[config.mk]
export PLATFORM = sky130hd
export DESIGN_NAME = reset_strap_peripheral_select
export DESIGN_NICKNAME = d
export VERILOG_FILES = /design/src/shared/strap_pkg.sv /design/src/shared/strap_if.sv /design/src/hdl/reset_strap_peripheral_select.sv /design/src/hdl/strap_decode.sv /design/src/hdl/strap_latch.sv
export VERILOG_INCLUDE_DIRS = /design/src /design/src/shared
export SDC_FILE = /design/constraint.sdc
export NUM_CORES = 1
export LEC_CHECK = 0
export BUFFER_PORTS_ARGS = -buffer_cell sky130_fd_sc_hd__buf_2
export CAP_MARGIN = 15
export CELL_PAD_IN_SITES_DETAIL_PLACEMENT = 0
export CELL_PAD_IN_SITES_GLOBAL_PLACEMENT = 2
export CORE_ASPECT_RATIO = 0.5
export CORE_MARGIN = 3
export CORE_UTILIZATION = 29
export DETAILED_ROUTE_END_ITERATION = 6
export GPL_TIMING_DRIVEN = 0
export PLACE_DENSITY_LB_ADDON = 0.1
export SYNTH_ARGS = -nofsm -noshare
export SYNTH_HDL_FRONTEND = slang
export SYNTH_SLANG_ARGS = --single-unit
[constraint.sdc]
create_clock -name sys_clk_i -period 2.53 [get_ports sys_clk_i]
set_input_delay 0.3795 -clock sys_clk_i [delete_from_list [all_inputs] [get_ports sys_clk_i]]
set_output_delay 0.3795 -clock sys_clk_i [all_outputs]
set_load 0.01 [all_outputs]
[src/shared/strap_defines.svh]
`ifndef STRAP_DEFINES_SVH
`define STRAP_DEFINES_SVH

// register map
`define PERIPHERAL_CONFIG_ADDR 32'h01B3F000
`define PERIPHERAL_CONFIG_RESET 32'h00000000
`define PERIPHERAL_CONFIG_WMASK 32'h0000FFFF

// strap vector field positions
`define STRAP_W 11
`define S_PCI_SEL 0
`define S_EEPROM 1
`define S_HOST_W 2
`define S_MAC_SEL 3
`define S_ENDIAN 4
`define S_ECLK_LO 5
`define S_ECLK_HI 6
`define S_BOOT_LO 7
`define S_BOOT_HI 8
`define S_PCI_FREQ 9
`define S_RSV_LOW 10

// status word layout
`define ST_W 16

`endif

[src/shared/strap_pkg.sv]
package strap_pkg;
	typedef enum logic [1:0]
	{
		BOOT_NONE = 2'b00,
		BOOT_HOST_PCI = 2'b01,
		BOOT_RSVD = 2'b10,
		BOOT_EXTMEM = 2'b11
	} boot_mode_t;
	typedef enum logic [1:0]
	{
		ECLK_EXT = 2'b00,
		ECLK_DIV4 = 2'b01,
		ECLK_DIV6 = 2'b10,
		ECLK_RSVD = 2'b11
	} eclk_sel_t;
	typedef enum logic [1:0]
	{
		HMODE_16_UPZ = 2'b00,
		HMODE_16_MAC = 2'b01,
		HMODE_32 = 2'b10,
		HMODE_Z_MAC = 2'b11
	} host_mode_t;
endpackage
[src/shared/strap_if.sv]
`timescale 1ns/1ps
interface strap_if;
	logic [10:0] straps;
	logic valid;
	modport latch_side (output straps, output valid);
	modport decode_side (input straps, input valid);
endinterface

[src/hdl/reset_strap_peripheral_select.sv]
// Summary of operation
// - latch pci and mac straps at reset
// - straps fixed; config register software writable
// - timers, serial, lower gpio always available
// - shared peripherals selected by straps; pci excludes host, mac and upper gpio
// - pci off: host port unless width and mac straps both set, width/mac choose
// - pci off: upper gpio usable by software
// - pci off: shared to host and/or mac per width/mac, pci-only hi-z
// - pci on: all shared pins to pci
// - pci on: eeprom strap selects eeprom load or defaults
// - width/mac code sets host pin usage
// - mac only without pci; host 16-bit, or host off when width strap also set
// - board straps; device latches all at reset
// - endian strap: 0 big, 1 little
// - boot strap decode none/host-pci/reserved/extmem
// - ext memory clock select decode
// - pci frequency strap: 0 66, 1 33
`timescale 1ns/1ps
`include "strap_defines.svh"
module reset_strap_peripheral_select
(
	input wire logic sys_clk_i,
	input wire logic rst_b_i,
	input wire logic pci_sel_strap_i,
	input wire logic eeprom_autoinit_strap_i,
	input wire logic host_width_strap_i,
	input wire logic mac_sel_strap_i,
	input wire logic endian_strap_i,
	input wire logic [3:0] ext_addr_strap_pins_i,
	input wire logic pci_frequency_strap_i,
	input wire logic reserved_low_strap_i,
	input wire logic [31:0] cfg_addr_i,
	input wire logic cfg_wr_i,
	input wire logic cfg_rd_i,
	input wire logic [31:0] cfg_wdata_i,
	output logic [31:0] cfg_rdata_o,
	output logic [31:0] peripheral_config_o,
	output logic host_port_en_o,
	output logic host_port_32bit_o,
	output logic host_upper_data_z_o,
	output logic host_upper_data_mac_o,
	output logic host_lower_data_z_o,
	output logic pci_en_o,
	output logic pci_only_pins_z_o,
	output logic eeprom_load_o,
	output logic pci_33mhz_o,
	output logic ethernet_mac_en_o,
	output logic upper_gpio_pins_en_o,
	output logic lower_gpio_pins_en_o,
	output logic timers_en_o,
	output logic serial_ctrl_en_o,
	output logic little_endian_o,
	output strap_pkg::boot_mode_t boot_mode_o,
	output strap_pkg::eclk_sel_t eclk_sel_o,
	output logic invalid_cfg_o,
	output logic straps_valid_o
);
	// ==========================================
	// reset release
	logic rst_s1_r, rst_s2_r;
	always_ff @(posedge sys_clk_i or negedge rst_b_i)
	begin
		if (!rst_b_i)
		begin
			rst_s1_r <= 1'b0;
			rst_s2_r <= 1'b0;
		end
		else
		begin
			rst_s1_r <= 1'b1;
			rst_s2_r <= rst_s1_r;
		end
	end

	// ==========================================
	// strap capture and decode
	strap_if sif ();
	logic [`STRAP_W-1:0] pins;
	assign pins = {reserved_low_strap_i, pci_frequency_strap_i, ext_addr_strap_pins_i,
		endian_strap_i, mac_sel_strap_i, host_width_strap_i,
		eeprom_autoinit_strap_i, pci_sel_strap_i};

	strap_latch u_latch
	(
		.clk_i(sys_clk_i),
		.rst_n_i(rst_s2_r),
		.pins_i(pins),
		.sif(sif)
	);

	logic d_host_en, d_pci_en, d_eeprom, d_mac, d_ugpio, d_pciz, d_inv;
	logic [1:0] d_hmode;
	strap_decode u_dec
	(
		.sif(sif),
		.host_en_o(d_host_en),
		.host_mode_o(d_hmode),
		.pci_en_o(d_pci_en),
		.eeprom_ld_o(d_eeprom),
		.mac_en_o(d_mac),
		.upper_gpio_ok_o(d_ugpio),
		.pci_only_z_o(d_pciz),
		.invalid_o(d_inv)
	);

	// ==========================================
	// peripheral config register
	// strap selections are read-only; only the software word is writable
	logic [31:0] peripheral_config_r, peripheral_config_nxt, rdata_r, rdata_nxt;
	logic [`ST_W-1:0] status;
	assign status = {5'h00, d_inv, sif.straps[`S_PCI_FREQ], sif.straps[`S_ECLK_HI:`S_ECLK_LO],
		sif.straps[`S_BOOT_HI:`S_BOOT_LO], sif.straps[`S_ENDIAN], d_hmode, d_mac, d_pci_en};
	always_comb
	begin
		peripheral_config_nxt = peripheral_config_r;
		rdata_nxt = rdata_r;
		if (cfg_wr_i && cfg_addr_i == `PERIPHERAL_CONFIG_ADDR)
			peripheral_config_nxt = cfg_wdata_i & `PERIPHERAL_CONFIG_WMASK;
		if (cfg_rd_i)
			rdata_nxt = (cfg_addr_i == `PERIPHERAL_CONFIG_ADDR) ? {status, peripheral_config_r[`ST_W-1:0]} : 32'h00000000;
	end

	// ==========================================
	// output registers
	logic [18:0] out_r, out_nxt;
	always_comb
	begin
		out_nxt[0] = d_host_en;
		out_nxt[1] = d_host_en & (d_hmode == strap_pkg::HMODE_32);
		out_nxt[2] = ~d_pci_en & (d_hmode == strap_pkg::HMODE_16_UPZ);
		out_nxt[3] = ~d_pci_en & d_mac & (d_hmode != strap_pkg::HMODE_32);
		out_nxt[4] = ~d_pci_en & (d_hmode == strap_pkg::HMODE_Z_MAC);
		out_nxt[5] = d_pci_en;
		out_nxt[6] = d_pciz;
		out_nxt[7] = d_eeprom;
		out_nxt[8] = d_pci_en & sif.straps[`S_PCI_FREQ];
		out_nxt[9] = d_mac;
		out_nxt[10] = d_ugpio;
		out_nxt[11] = 1'b1;
		out_nxt[12] = sif.straps[`S_ENDIAN];
		out_nxt[14:13] = sif.straps[`S_BOOT_HI:`S_BOOT_LO];
		out_nxt[16:15] = sif.straps[`S_ECLK_HI:`S_ECLK_LO];
		out_nxt[17] = d_inv;
		out_nxt[18] = sif.valid;
	end
	always_ff @(posedge sys_clk_i or negedge rst_s2_r)
	begin
		if (!rst_s2_r)
		begin
			peripheral_config_r <= `PERIPHERAL_CONFIG_RESET;
			rdata_r <= 32'h00000000;
			out_r <= 19'h00000;
		end
		else
		begin
			peripheral_config_r <= peripheral_config_nxt;
			rdata_r <= rdata_nxt;
			out_r <= out_nxt;
		end
	end

	assign cfg_rdata_o = rdata_r;
	assign peripheral_config_o = peripheral_config_r;
	assign host_port_en_o = out_r[0];
	assign host_port_32bit_o = out_r[1];
	assign host_upper_data_z_o = out_r[2];
	assign host_upper_data_mac_o = out_r[3];
	assign host_lower_data_z_o = out_r[4];
	assign pci_en_o = out_r[5];
	assign pci_only_pins_z_o = out_r[6];
	assign eeprom_load_o = out_r[7];
	assign pci_33mhz_o = out_r[8];
	assign ethernet_mac_en_o = out_r[9];
	assign upper_gpio_pins_en_o = out_r[10];
	assign lower_gpio_pins_en_o = out_r[11];
	assign timers_en_o = out_r[11];
	assign serial_ctrl_en_o = out_r[11];
	assign little_endian_o = out_r[12];
	assign boot_mode_o = strap_pkg::boot_mode_t'(out_r[14:13]);
	assign eclk_sel_o = strap_pkg::eclk_sel_t'(out_r[16:15]);
	assign invalid_cfg_o = out_r[17];
	assign straps_valid_o = out_r[18];
endmodule // reset_strap_peripheral_select

[src/hdl/strap_decode.sv]
`timescale 1ns/1ps
`include "strap_defines.svh"
module strap_decode
(
	strap_if.decode_side sif,
	output logic host_en_o,
	output logic [1:0] host_mode_o,
	output logic pci_en_o,
	output logic eeprom_ld_o,
	output logic mac_en_o,
	output logic upper_gpio_ok_o,
	output logic pci_only_z_o,
	output logic invalid_o
);
	// ==========================================
	// selection decode
	logic pci, hw, mac;
	always_comb
	begin
		pci = sif.straps[`S_PCI_SEL];
		hw = sif.straps[`S_HOST_W];
		mac = sif.straps[`S_MAC_SEL];
		host_mode_o = {hw, mac};
		pci_en_o = sif.valid & pci;
		eeprom_ld_o = sif.valid & pci & sif.straps[`S_EEPROM];
		host_en_o = sif.valid & ~pci & ~(hw & mac);
		mac_en_o = sif.valid & ~pci & mac;
		upper_gpio_ok_o = sif.valid & ~pci;
		pci_only_z_o = ~pci;
		invalid_o = sif.valid & sif.straps[`S_RSV_LOW];
	end
endmodule // strap_decode

[src/hdl/strap_latch.sv]
`timescale 1ns/1ps
`include "strap_defines.svh"
module strap_latch
(
	input wire logic clk_i,
	input wire logic rst_n_i,
	input wire logic [`STRAP_W-1:0] pins_i,
	strap_if.latch_side sif
);
	// ==========================================
	// pin synchroniser and reset-time capture
	logic [`STRAP_W-1:0] sync1_r, sync2_r, cap_r, cap_nxt;
	logic valid_r, valid_nxt;
	always_comb
	begin
		cap_nxt = cap_r;
		valid_nxt = 1'b1;
		// capture once, on the first cycle after release; held until next reset
		if (!valid_r)
			cap_nxt = sync2_r;
	end
	// sync runs through reset so the straps are settled when capture fires
	always_ff @(posedge clk_i)
	begin
		sync1_r <= pins_i;
		sync2_r <= sync1_r;
	end
	always_ff @(posedge clk_i or negedge rst_n_i)
	begin
		if (!rst_n_i)
		begin
			cap_r <= '0;
			valid_r <= 1'b0;
		end
		else
		begin
			cap_r <= cap_nxt;
			valid_r <= valid_nxt;
		end
	end
	assign sif.straps = cap_r;
	assign sif.valid = valid_r;
endmodule // strap_latch

==> impl_metrics.yaml, run 1 <==
setup_path:
  reg2reg_depth: 3
  ff2ff_setup_slack_ps: 820
  crit_chain: "buf_2, nor4b_1, nand4_1, nor3_4, buf_12, mux2_4"
  cp.arrival_ps: 2000
  crit_required_ps: 2750
  cp_top_family: "simple AND/OR/NAND/NOR gates"
  cp-start-kind: "primary input"
  crit_type: "in -> reg"
  critPathMaxFanout: 10
  cp_slowest_cell: "nor3_4"
  max_stage_delay_ps: 420
  r2r-start: "out_r[11]"
  path_buf_inv: 2
  reg2reg_to: "u_latch.sif.straps[8]"
  worst_setup_path_end_kind: "flip-flop"
cells_and_area:
  final_cell_mix: "127 x buf_2, 74 x dfrtp_1, 27 x nor2b_1, 27 x a31o_2"
  instances_no_fill: 565
  final_layout_size_suffix_gt1_share_pct: 56.16
  final_common_cell: "buf_2"
  fin_nets: 480
  n_fill_cell: 1133
  diodes: 0
  syn2layout_area_growth_pct: 34.75
  fin_area_um2: 4745
placed_design:
  portBuffers: 125
  gp_congestion: 0.7403
  dp_hpwl_mm: 6.065
  placedInstanceArea_um2: 4456
  dp.cells: 548
timing:
  timing.fmax_ghz: 0.5643
  rsz0062_at_grt: "false"
  setup_viol: 0
  finalSetupTns_ps: 0
  hold_violations: 0
  finClkSkew_ps: 11.48
  slew_violations: 0
  min_period_over_period_pct: 70.04
  fin_crit_ps: 1772
  worst_slew_pin_slew_ps: 561.3
  max_slew_margin_pct: 62.58
yosys:
  synthArstFlopShare_pct: 77.32
  syn_inst: 242
  synth_warnings: 0
  ys_seq_area_share_pct: 65.81
  synth_edf_count: 0
  synth-seq-cells: 97
  synthesis.area_um2: 3521
  ys.flop_type: "dfrtp_1"
  synth.distinct_cells: 29
  syn_area_per_cell_um2: 14.55
global_route:
  met2_usage_pct: 20.59
  grt_max_degree: 58
  grt_pass1_wl_mm: 12.99
  grt_use_met3_pct: 4.658
  met1_usage_pct: 14.80
  gr-usage-all-layers_pct: 12.21
  grt_pass1_vias: 2412
  antenna_found_initial: 0
  grt_overflow_total: 0
  grt_busiest_layer: "met2"
clock_tree:
  cts_resized: 0
  path_clk_slew_ps: 70
  clk_latency_ps: 340
  ctsHoldBuffers: 1
  cts_made_buffers: 9
  cts_tree: "done"
  htreeDepth: 3
  cts.sink_count: 97
  postCtsSetupRepairBufs: 0
  cts_buffer_depth: 2
  root_buffer: "clkbuf_16"
routing:
  drt-total-wl_mm: 8.172
  drt_iter0_drc: 82
  first_pass_iters: 4
  routed_via_density: 4.092
  num_vias: 2312
  post-route-drc-count: 0
  wl_per_cell_um: 14.46
  drtAntennaViolNets: 0
die:
  ios: 164
  core.rowCount: 27
  die_area_um2: 13580
  die_h_um: 83.92
  start_util_pct: 30.83
  coreArea_um2: 11420
  die_w_um: 161.8
power:
  p_leak_nw: 2.528
  power_density_nw_per_um2: 660.9
  ir_worst_vdd_v: 0.0002688
hold_path:
  hold_depth: 1
  min_path_type: "in -> reg"
  whs_endpoint: "u_latch.sync1_r[2]"
  holdCritStartpoint: "host_width_strap_i"
status:
  status: "finished, final reports clean"
job:
  max_cap_violations: 0
flip-flops by register name (all words and copies together) (netlist names):
register and count:
u_latch.sync2_r 11, rst_s2_r 1, u_latch.sif.straps 11, cfg_rdata_o 27
peripheral_config_o 16, u_latch.sync1_r 11, rst_s1_r 1, out_r 19
cell usage after synthesis (all sizes together) (2+ instances only):
cell type | instances | area (µm²)
a31o | 27 | 236.5
clkbuf | 8 | 30.03
mux2 | 26 | 330.3
nand4 | 2 | 18.77
dfrtp | 75 | 1877
nor4b | 4 | 47.55
conb | 2 | 7.510
nor4 | 2 | 33.78
nor3 | 2 | 21.27
dfxtp | 22 | 440.4
nor2b | 27 | 168.9
and3 | 3 | 18.77
buf | 26 | 202.7
inv | 5 | 18.77
and2 | 3 | 18.77
nand2 | 2 | 7.510
kinds of logic (layout without fill, tap and decap cells):
kind of cell           after synthesis  count (layout)  synth area share, %
AOI/OAI and AO/OA                   29              29                7.001
buffers and inverters               39             182                7.143
DFF                                 97              97                65.81
muxes                               26              26                9.381
other                                2              23               0.2133
and+or+nand+nor                     49              49                10.45
final cells by class:
class / count / area, µm² / share of cell area (%)
clock buffer: 11 / 242.7 / 5.116
sequential: 97 / 2321 / 48.92
buffer: 34 / 232.7 / 4.905
multi-input combinational: 127 / 1031 / 21.73
clock inverter: 5 / 36.28 / 0.7648
inverter: 5 / 18.77 / 0.3956
tap: 159 / 198.9 / 4.193
timing repair buffer: 127 / 663.1 / 13.98
worst max path at each step:
stage | from | endpoint | slack (ps) | depth (start not counted)
final | cfg_addr_i[7] | peripheral_config_o[9] | 760 | 6
after global routing | cfg_addr_i[7] | peripheral_config_o[11] | 640 | 6
after CTS | cfg_addr_i[7] | peripheral_config_o[9] | 710 | 6
after detailed placement | cfg_addr_i[7] | peripheral_config_o[11] | 350 | 6
after global placement | rst_s2_r | peripheral_config_o[14] | -520 | 0
after floorplan | rst_s2_r | cfg_rdata_o[0] | 290 | 0
per-stage QoR:
stage               hold WS (ps)  power [mW]  utilization (%)  setup WS, ps
finish                     133.2       3.136            41.55         758.0
floorplan                  83.91       1.776                -         286.7
detailed placement         169.8       1.891            39.02         352.8
global route               114.1       3.278            41.55         636.5
CTS                        118.2       3.183            41.55         711.0
global placement           167.5       1.877            38.75        -516.0
layer usage:
metal  vias up  share of wire [%]
li1       1102                  -
met1      1114                 43
met2        88                 49
met3         8                7.3
met4         0               0.89
met5         -                  0
where the power goes:
group	internal [mW]	switching, mW	total [mW]
Clock	0.701	0.579	1.28
Sequential	1.61	0.0332	1.64
Combinational	0.106	0.111	0.216
Power figures use the tool's default switching activity.
==> run 2, diff against run 1 <==
clock period = 1.8 ns   (was 2.53 ns; I/O delays follow)
==> run 2 against run 1 <==
Against the previous run:
- utilization grew 0.65 points
- final area grew 1.6%
- via count grew 0.61%
- sequential power grew 40%
- combinational power grew 40%
- register-to-register slack lost 560 ps
- worst hold slack lost 100 ps
- sequential cell count is the same
- final cell count grew 0.71%
- first-iteration DRC count shrank 30%
- non-clock buffer count grew 4
- power grew 47%
==> impl_metrics.yaml, run 2 (synthesis gave the netlist of run 1 again) <==
cells_and_area:
  diodes: 0
  final_layout_size_suffix_gt1_share_pct: 56.59
  fin_nets: 484
  largest_reg_flops: 27
  multi_input_area_um2: 1036
  syn2layout_area_growth_pct: 36.85
  n_fill_cell: 1128
  final_common_cell: "buf_2"
  ff_latch_area_um2: 2321
  finish.utilization_pct: 42.20
  instances_no_fill: 569
  final_cell_mix: "127 x buf_2, 74 x dfrtp_1, 27 x nor2b_1, 27 x a31o_2, 27 x buf_4"
routing:
  first_pass_iters: 4
  wl_per_cell_um: 14.61
  drtAntennaViolNets: 0
  post-route-drc-count: 0
  num_vias: 2326
  routed_via_density: 4.088
  drt-total-wl_mm: 8.315
  drt_iter0_drc: 57
placed_design:
  dp_hpwl_mm: 6.116
  gp_congestion: 0.7310
  dp_slack_ps: -305.2
  portBuffers: 125
  dp.cells: 548
die:
  ios: 164
  coreArea_um2: 11420
  die_area_um2: 13580
  start_util_pct: 30.83
  die_w_um: 161.8
  core.rowCount: 27
  die_h_um: 83.92
setup_path:
  ff2ff_setup_slack_ps: 260
  cp.arrival_ps: 1880
  setup.worst_path.end: "peripheral_config_o[13]"
  critPathLaunch: "cfg_addr_i[7]"
  worst_setup_path_end_kind: "flip-flop"
  critPathMaxFanout: 10
  reg2reg_depth: 3
  r2r-start: "out_r[11]"
  cp-start-kind: "primary input"
  crit_required_ps: 2010
  reg2reg_to: "u_latch.sif.straps[4]"
  crit_type: "in -> reg"
clock_tree:
  path_clk_slew_ps: 70
  htreeDepth: 3
  root_buffer: "clkbuf_16"
  clk_latency_ps: 330
  cts_tree: "done"
  cts_made_buffers: 9
  cts_buffer_depth: 2
  cts.sink_count: 97
global_route:
  grt_pass1_vias: 2559
  grt_pass1_wl_mm: 13.35
  grt_overflow_total: 0
  gr-usage-all-layers_pct: 12.48
  grt_max_degree: 56
  antenna_found_initial: 0
timing:
  min_period_over_period_pct: 92.83
  fin_crit_ps: 1671
  finClkSkew_ps: 7.815
  rsz0062_at_grt: "false"
  timing.fmax_ghz: 0.5985
  layout_setup_ws_ps: 129.1
  worst_slew_pin_slew_ps: 569.5
  hold_violations: 0
  slew_violations: 0
  setup_viol: 0
  max_slew_margin_pct: 62.04
power:
  ir_worst_vdd_v: 0.0004264
  p_leak_nw: 2.568
  power_density_nw_per_um2: 954.0
status:
  status: "finished, final reports clean"
job:
  max_cap_violations: 0
hold_path:
  min_path_type: "in -> reg"
run 2: changes by cell type in the layout (fill, tap and decap cells not counted), sizes merged:
cell,delta
buf,+4
inv,-2
bufinv,+1
clkbuf,+1
run 2: layout make-up:
cell class	count	share of cell area (%)
multi-input combinational	127	21.50
sequential	97	48.17
buffer	34	4.856
clock inverter	4	1.220
clock buffer	12	5.349
inverter	5	0.3895
tap	159	4.129
timing repair buffer	131	14.39
run 2: worst max-delay path, cell delays in order:
cell and delay [ps]:
buf_2 90, nor4b_1 340, nand4_1 290, nor3_4 240
buf_4 180, buf_12 160, mux2_4 300
run 2: how the worst min path moves through the flow:
stage	from	end	slack (ps)	cells past startpoint
after floorplan	rst_b_i	rst_s1_r	-30	0
after detailed placement	rst_b_i	rst_s1_r	60	1
after global placement	rst_b_i	rst_s1_r	60	1
after CTS	eeprom_autoinit_strap_i	u_latch.sync1_r[1]	20	1
final	eeprom_autoinit_strap_i	u_latch.sync1_r[1]	30	1
after global routing	reserved_low_strap_i	u_latch.sync1_r[10]	10	1
run 2: power breakdown:
part / leakage, nW / switching (mW) / internal [mW]
clock network: 0.154 / 0.812 / 1.18
registers: 1.18 / 0.0473 / 2.26
logic: 1.24 / 0.154 / 0.149
run 2: routing by layer:
| metal | track usage [%] | vias to the layer above | wire length, µm |
|---|---|---|---|
| met1 | 14.60 | 1119 | 3531 |
| li1 | - | 1113 | - |
| met3 | 4.906 | 4 | 654 |
| met2 | 21.74 | 90 | 4075 |
| met4 | 2.786 | 0 | 53 |
| met5 | 0 | - | 0 |
run 2: stage by stage:
stage	instance area (µm²)	hold slack, ps	total power [mW]	setup TNS [ps]
final	4818	31.64	4.597	0
after global routing	4818	11.70	4.803	0
after CTS	4782	19.61	4.658	0
after detailed placement	4456	59.01	2.657	-8059
after global placement	4425	56.79	2.638	-6826
after floorplan	3601	-25.59	2.497	0
run 2: repair_timing:
action / in CTS / in global routing
endpoints found under the setup margin: 0 / 37
hold endpoints to repair: 2 / 0
setup buffers: 0 / 4
hold buffers: 1 / 0
resized for setup: 0 / 3
==> run 3, diff against run 2 <==
CORE_MARGIN = 2   (was 3)
==> run 3 against run 2 <==
Against the previous run:
- fmax rose by 0.57%
- sequential cell count unchanged
- final area down 0.78%
- setup slack better by 9.5 ps
- utilization fell by 1.8 points
- power fell by 0.76%
- count of clock-buffer cells in the layout down 3
- critical endpoint is now peripheral_config_o[9]
- largest power group unchanged
==> impl_metrics.yaml, run 3 (synthesis gave the netlist of run 1 again) <==
setup_path:
  cp_top_family: "simple AND/OR/NAND/NOR gates"
  critPathMaxFanout: 10
  path_buf_inv: 2
  cp-start-kind: "primary input"
  crit_required_ps: 2020
  max_stage_delay_ps: 470
  crit_chain: "buf_2, nor4b_2, nand4_2, nor3_4, buf_12, mux2_4"
  cp_slowest_cell: "nor3_4"
  worst_setup_path_end_kind: "flip-flop"
  crit_type: "in -> reg"
  cp.arrival_ps: 1880
placed_design:
  dp.cells: 554
  dp_hpwl_mm: 5.641
  portBuffers: 125
  gp_congestion: 0.7637
  dp_slack_ps: -264.5
routing:
  dr_wl_met3_um: 511
  wl_per_cell_um: 13.54
  drtAntennaViolNets: 0
  post-route-drc-count: 0
  drt_iter0_drc: 76
  routed_via_density: 3.986
  routed-wl-met2_mm: 3.611
  met1_length_mm: 3.538
  first_pass_iters: 4
  drt-total-wl_mm: 7.731
  top_layer: "met4"
  num_vias: 2276
die:
  die_w_um: 159.8
  start_util_pct: 29.73
  core.rowCount: 28
  coreArea_um2: 11840
  die_area_um2: 13090
  ios: 164
  die_h_um: 81.92
clock_tree:
  path_clk_slew_ps: 70
  cts_tree: "done"
  cts_made_buffers: 9
  cts.sink_count: 97
  postCtsSetupRepairBufs: 0
  clk_latency_ps: 340
  htreeDepth: 3
  root_buffer: "clkbuf_16"
  cts_buffer_depth: 2
power:
  power_mw: 4.562
  power_density_nw_per_um2: 954.2
  p_leak_nw: 2.544
  ir_worst_vdd_v: 0.0005102
cells_and_area:
  diodes: 0
  final_layout_size_suffix_gt1_share_pct: 56.65
  ff_latch_area_um2: 2321
  fin_nets: 480
  finish.utilization_pct: 40.37
  multi_input_area_um2: 1031
  final_common_cell: "buf_2"
  n_fill_cell: 1168
  largest_reg_flops: 27
  syn2layout_area_growth_pct: 35.79
  final_cell_mix: "127 x buf_2, 74 x dfrtp_1, 27 x nor2b_1, 27 x a31o_2"
  instances_no_fill: 571
timing:
  hold_violations: 0
  layout_setup_ws_ps: 138.6
  setup_viol: 0
  hold_slack_ps: 26.18
  max_slew_margin_pct: 64.33
  fin_crit_ps: 1661
  finClkSkew_ps: 9.057
  slew_violations: 0
  min_period_over_period_pct: 92.30
  timing.fmax_ghz: 0.6019
  worst_slew_pin_slew_ps: 535.1
  rsz0062_at_grt: "false"
global_route:
  grt_pass1_vias: 2360
  gr-usage-all-layers_pct: 12.27
  grt_pass1_wl_mm: 12.21
  grt_overflow_total: 0
  grt_max_degree: 40
  antenna_found_initial: 0
hold_path:
  min_path_type: "in -> reg"
status:
  status: "finished, final reports clean"
job:
  max_cap_violations: 0
[run 3: final timing paths]
| kind | startpoint | to | slack [ps] | depth (start not counted) |
|---|---|---|---|---|
| min in group asynchronous | rst_b_i | rst_s2_r | 230 | 2 |
| max reg2reg | out_r[11] | u_latch.sif.straps[4] | 240 | 3 |
| max | cfg_addr_i[22] | peripheral_config_o[9] | 140 | 6 |
| min | ext_addr_strap_pins_i[1] | u_latch.sync1_r[6] | 30 | 1 |
| min reg2reg | rst_s2_r | u_latch.sif.straps[7] | 280 | 0 |
| max in group asynchronous | rst_s2_r | peripheral_config_o[13] | 940 | 1 |
[run 3: through the flow]
step,instance area (µm²),setup TNS [ps]
after detailed placement,4456,-5034
after global placement,4433,-4568
final,4781,0
after CTS,4781,0
after floorplan,3601,0
after global routing,4781,0
[run 3: layout make-up]
class / count / share of cell area (%)
Multi-Input combinational cell: 127 / 21.57
Buffer: 34 / 4.894
Tap cell: 165 / 4.318
Clock buffer: 9 / 4.711
Clock inverter: 7 / 1.858
Inverter: 5 / 0.3926
Sequential cell: 97 / 48.55
Timing Repair Buffer: 127 / 13.71
[run 3: what timing repair did]
item	in CTS	in global routing
endpoints found under the hold margin	2	0
setup endpoints to repair	7	0
hold buffers	1	0
resized for setup	1	0
[run 3: routing by layer]
metal,vias up,global-route usage [%]
li1,1106,-
met5,-,0
met3,4,4.394
met1,1083,15.15
met4,0,4.234
met2,83,20.35
[run 3: worst register-to-register path: stages, from the launching register on]
cell	delay, ps
dfrtp_1	390
clkbuf_1	320
clkbuf_2	350
mux2_2	380
[run 3: where the power goes]
part / leakage, nW / internal (mW) / switching (mW)
logic: 1.21 / 0.147 / 0.145
clock network: 0.157 / 1.11 / 0.852
registers: 1.18 / 2.26 / 0.0522
total: 2.54 / 3.51 / 1.05
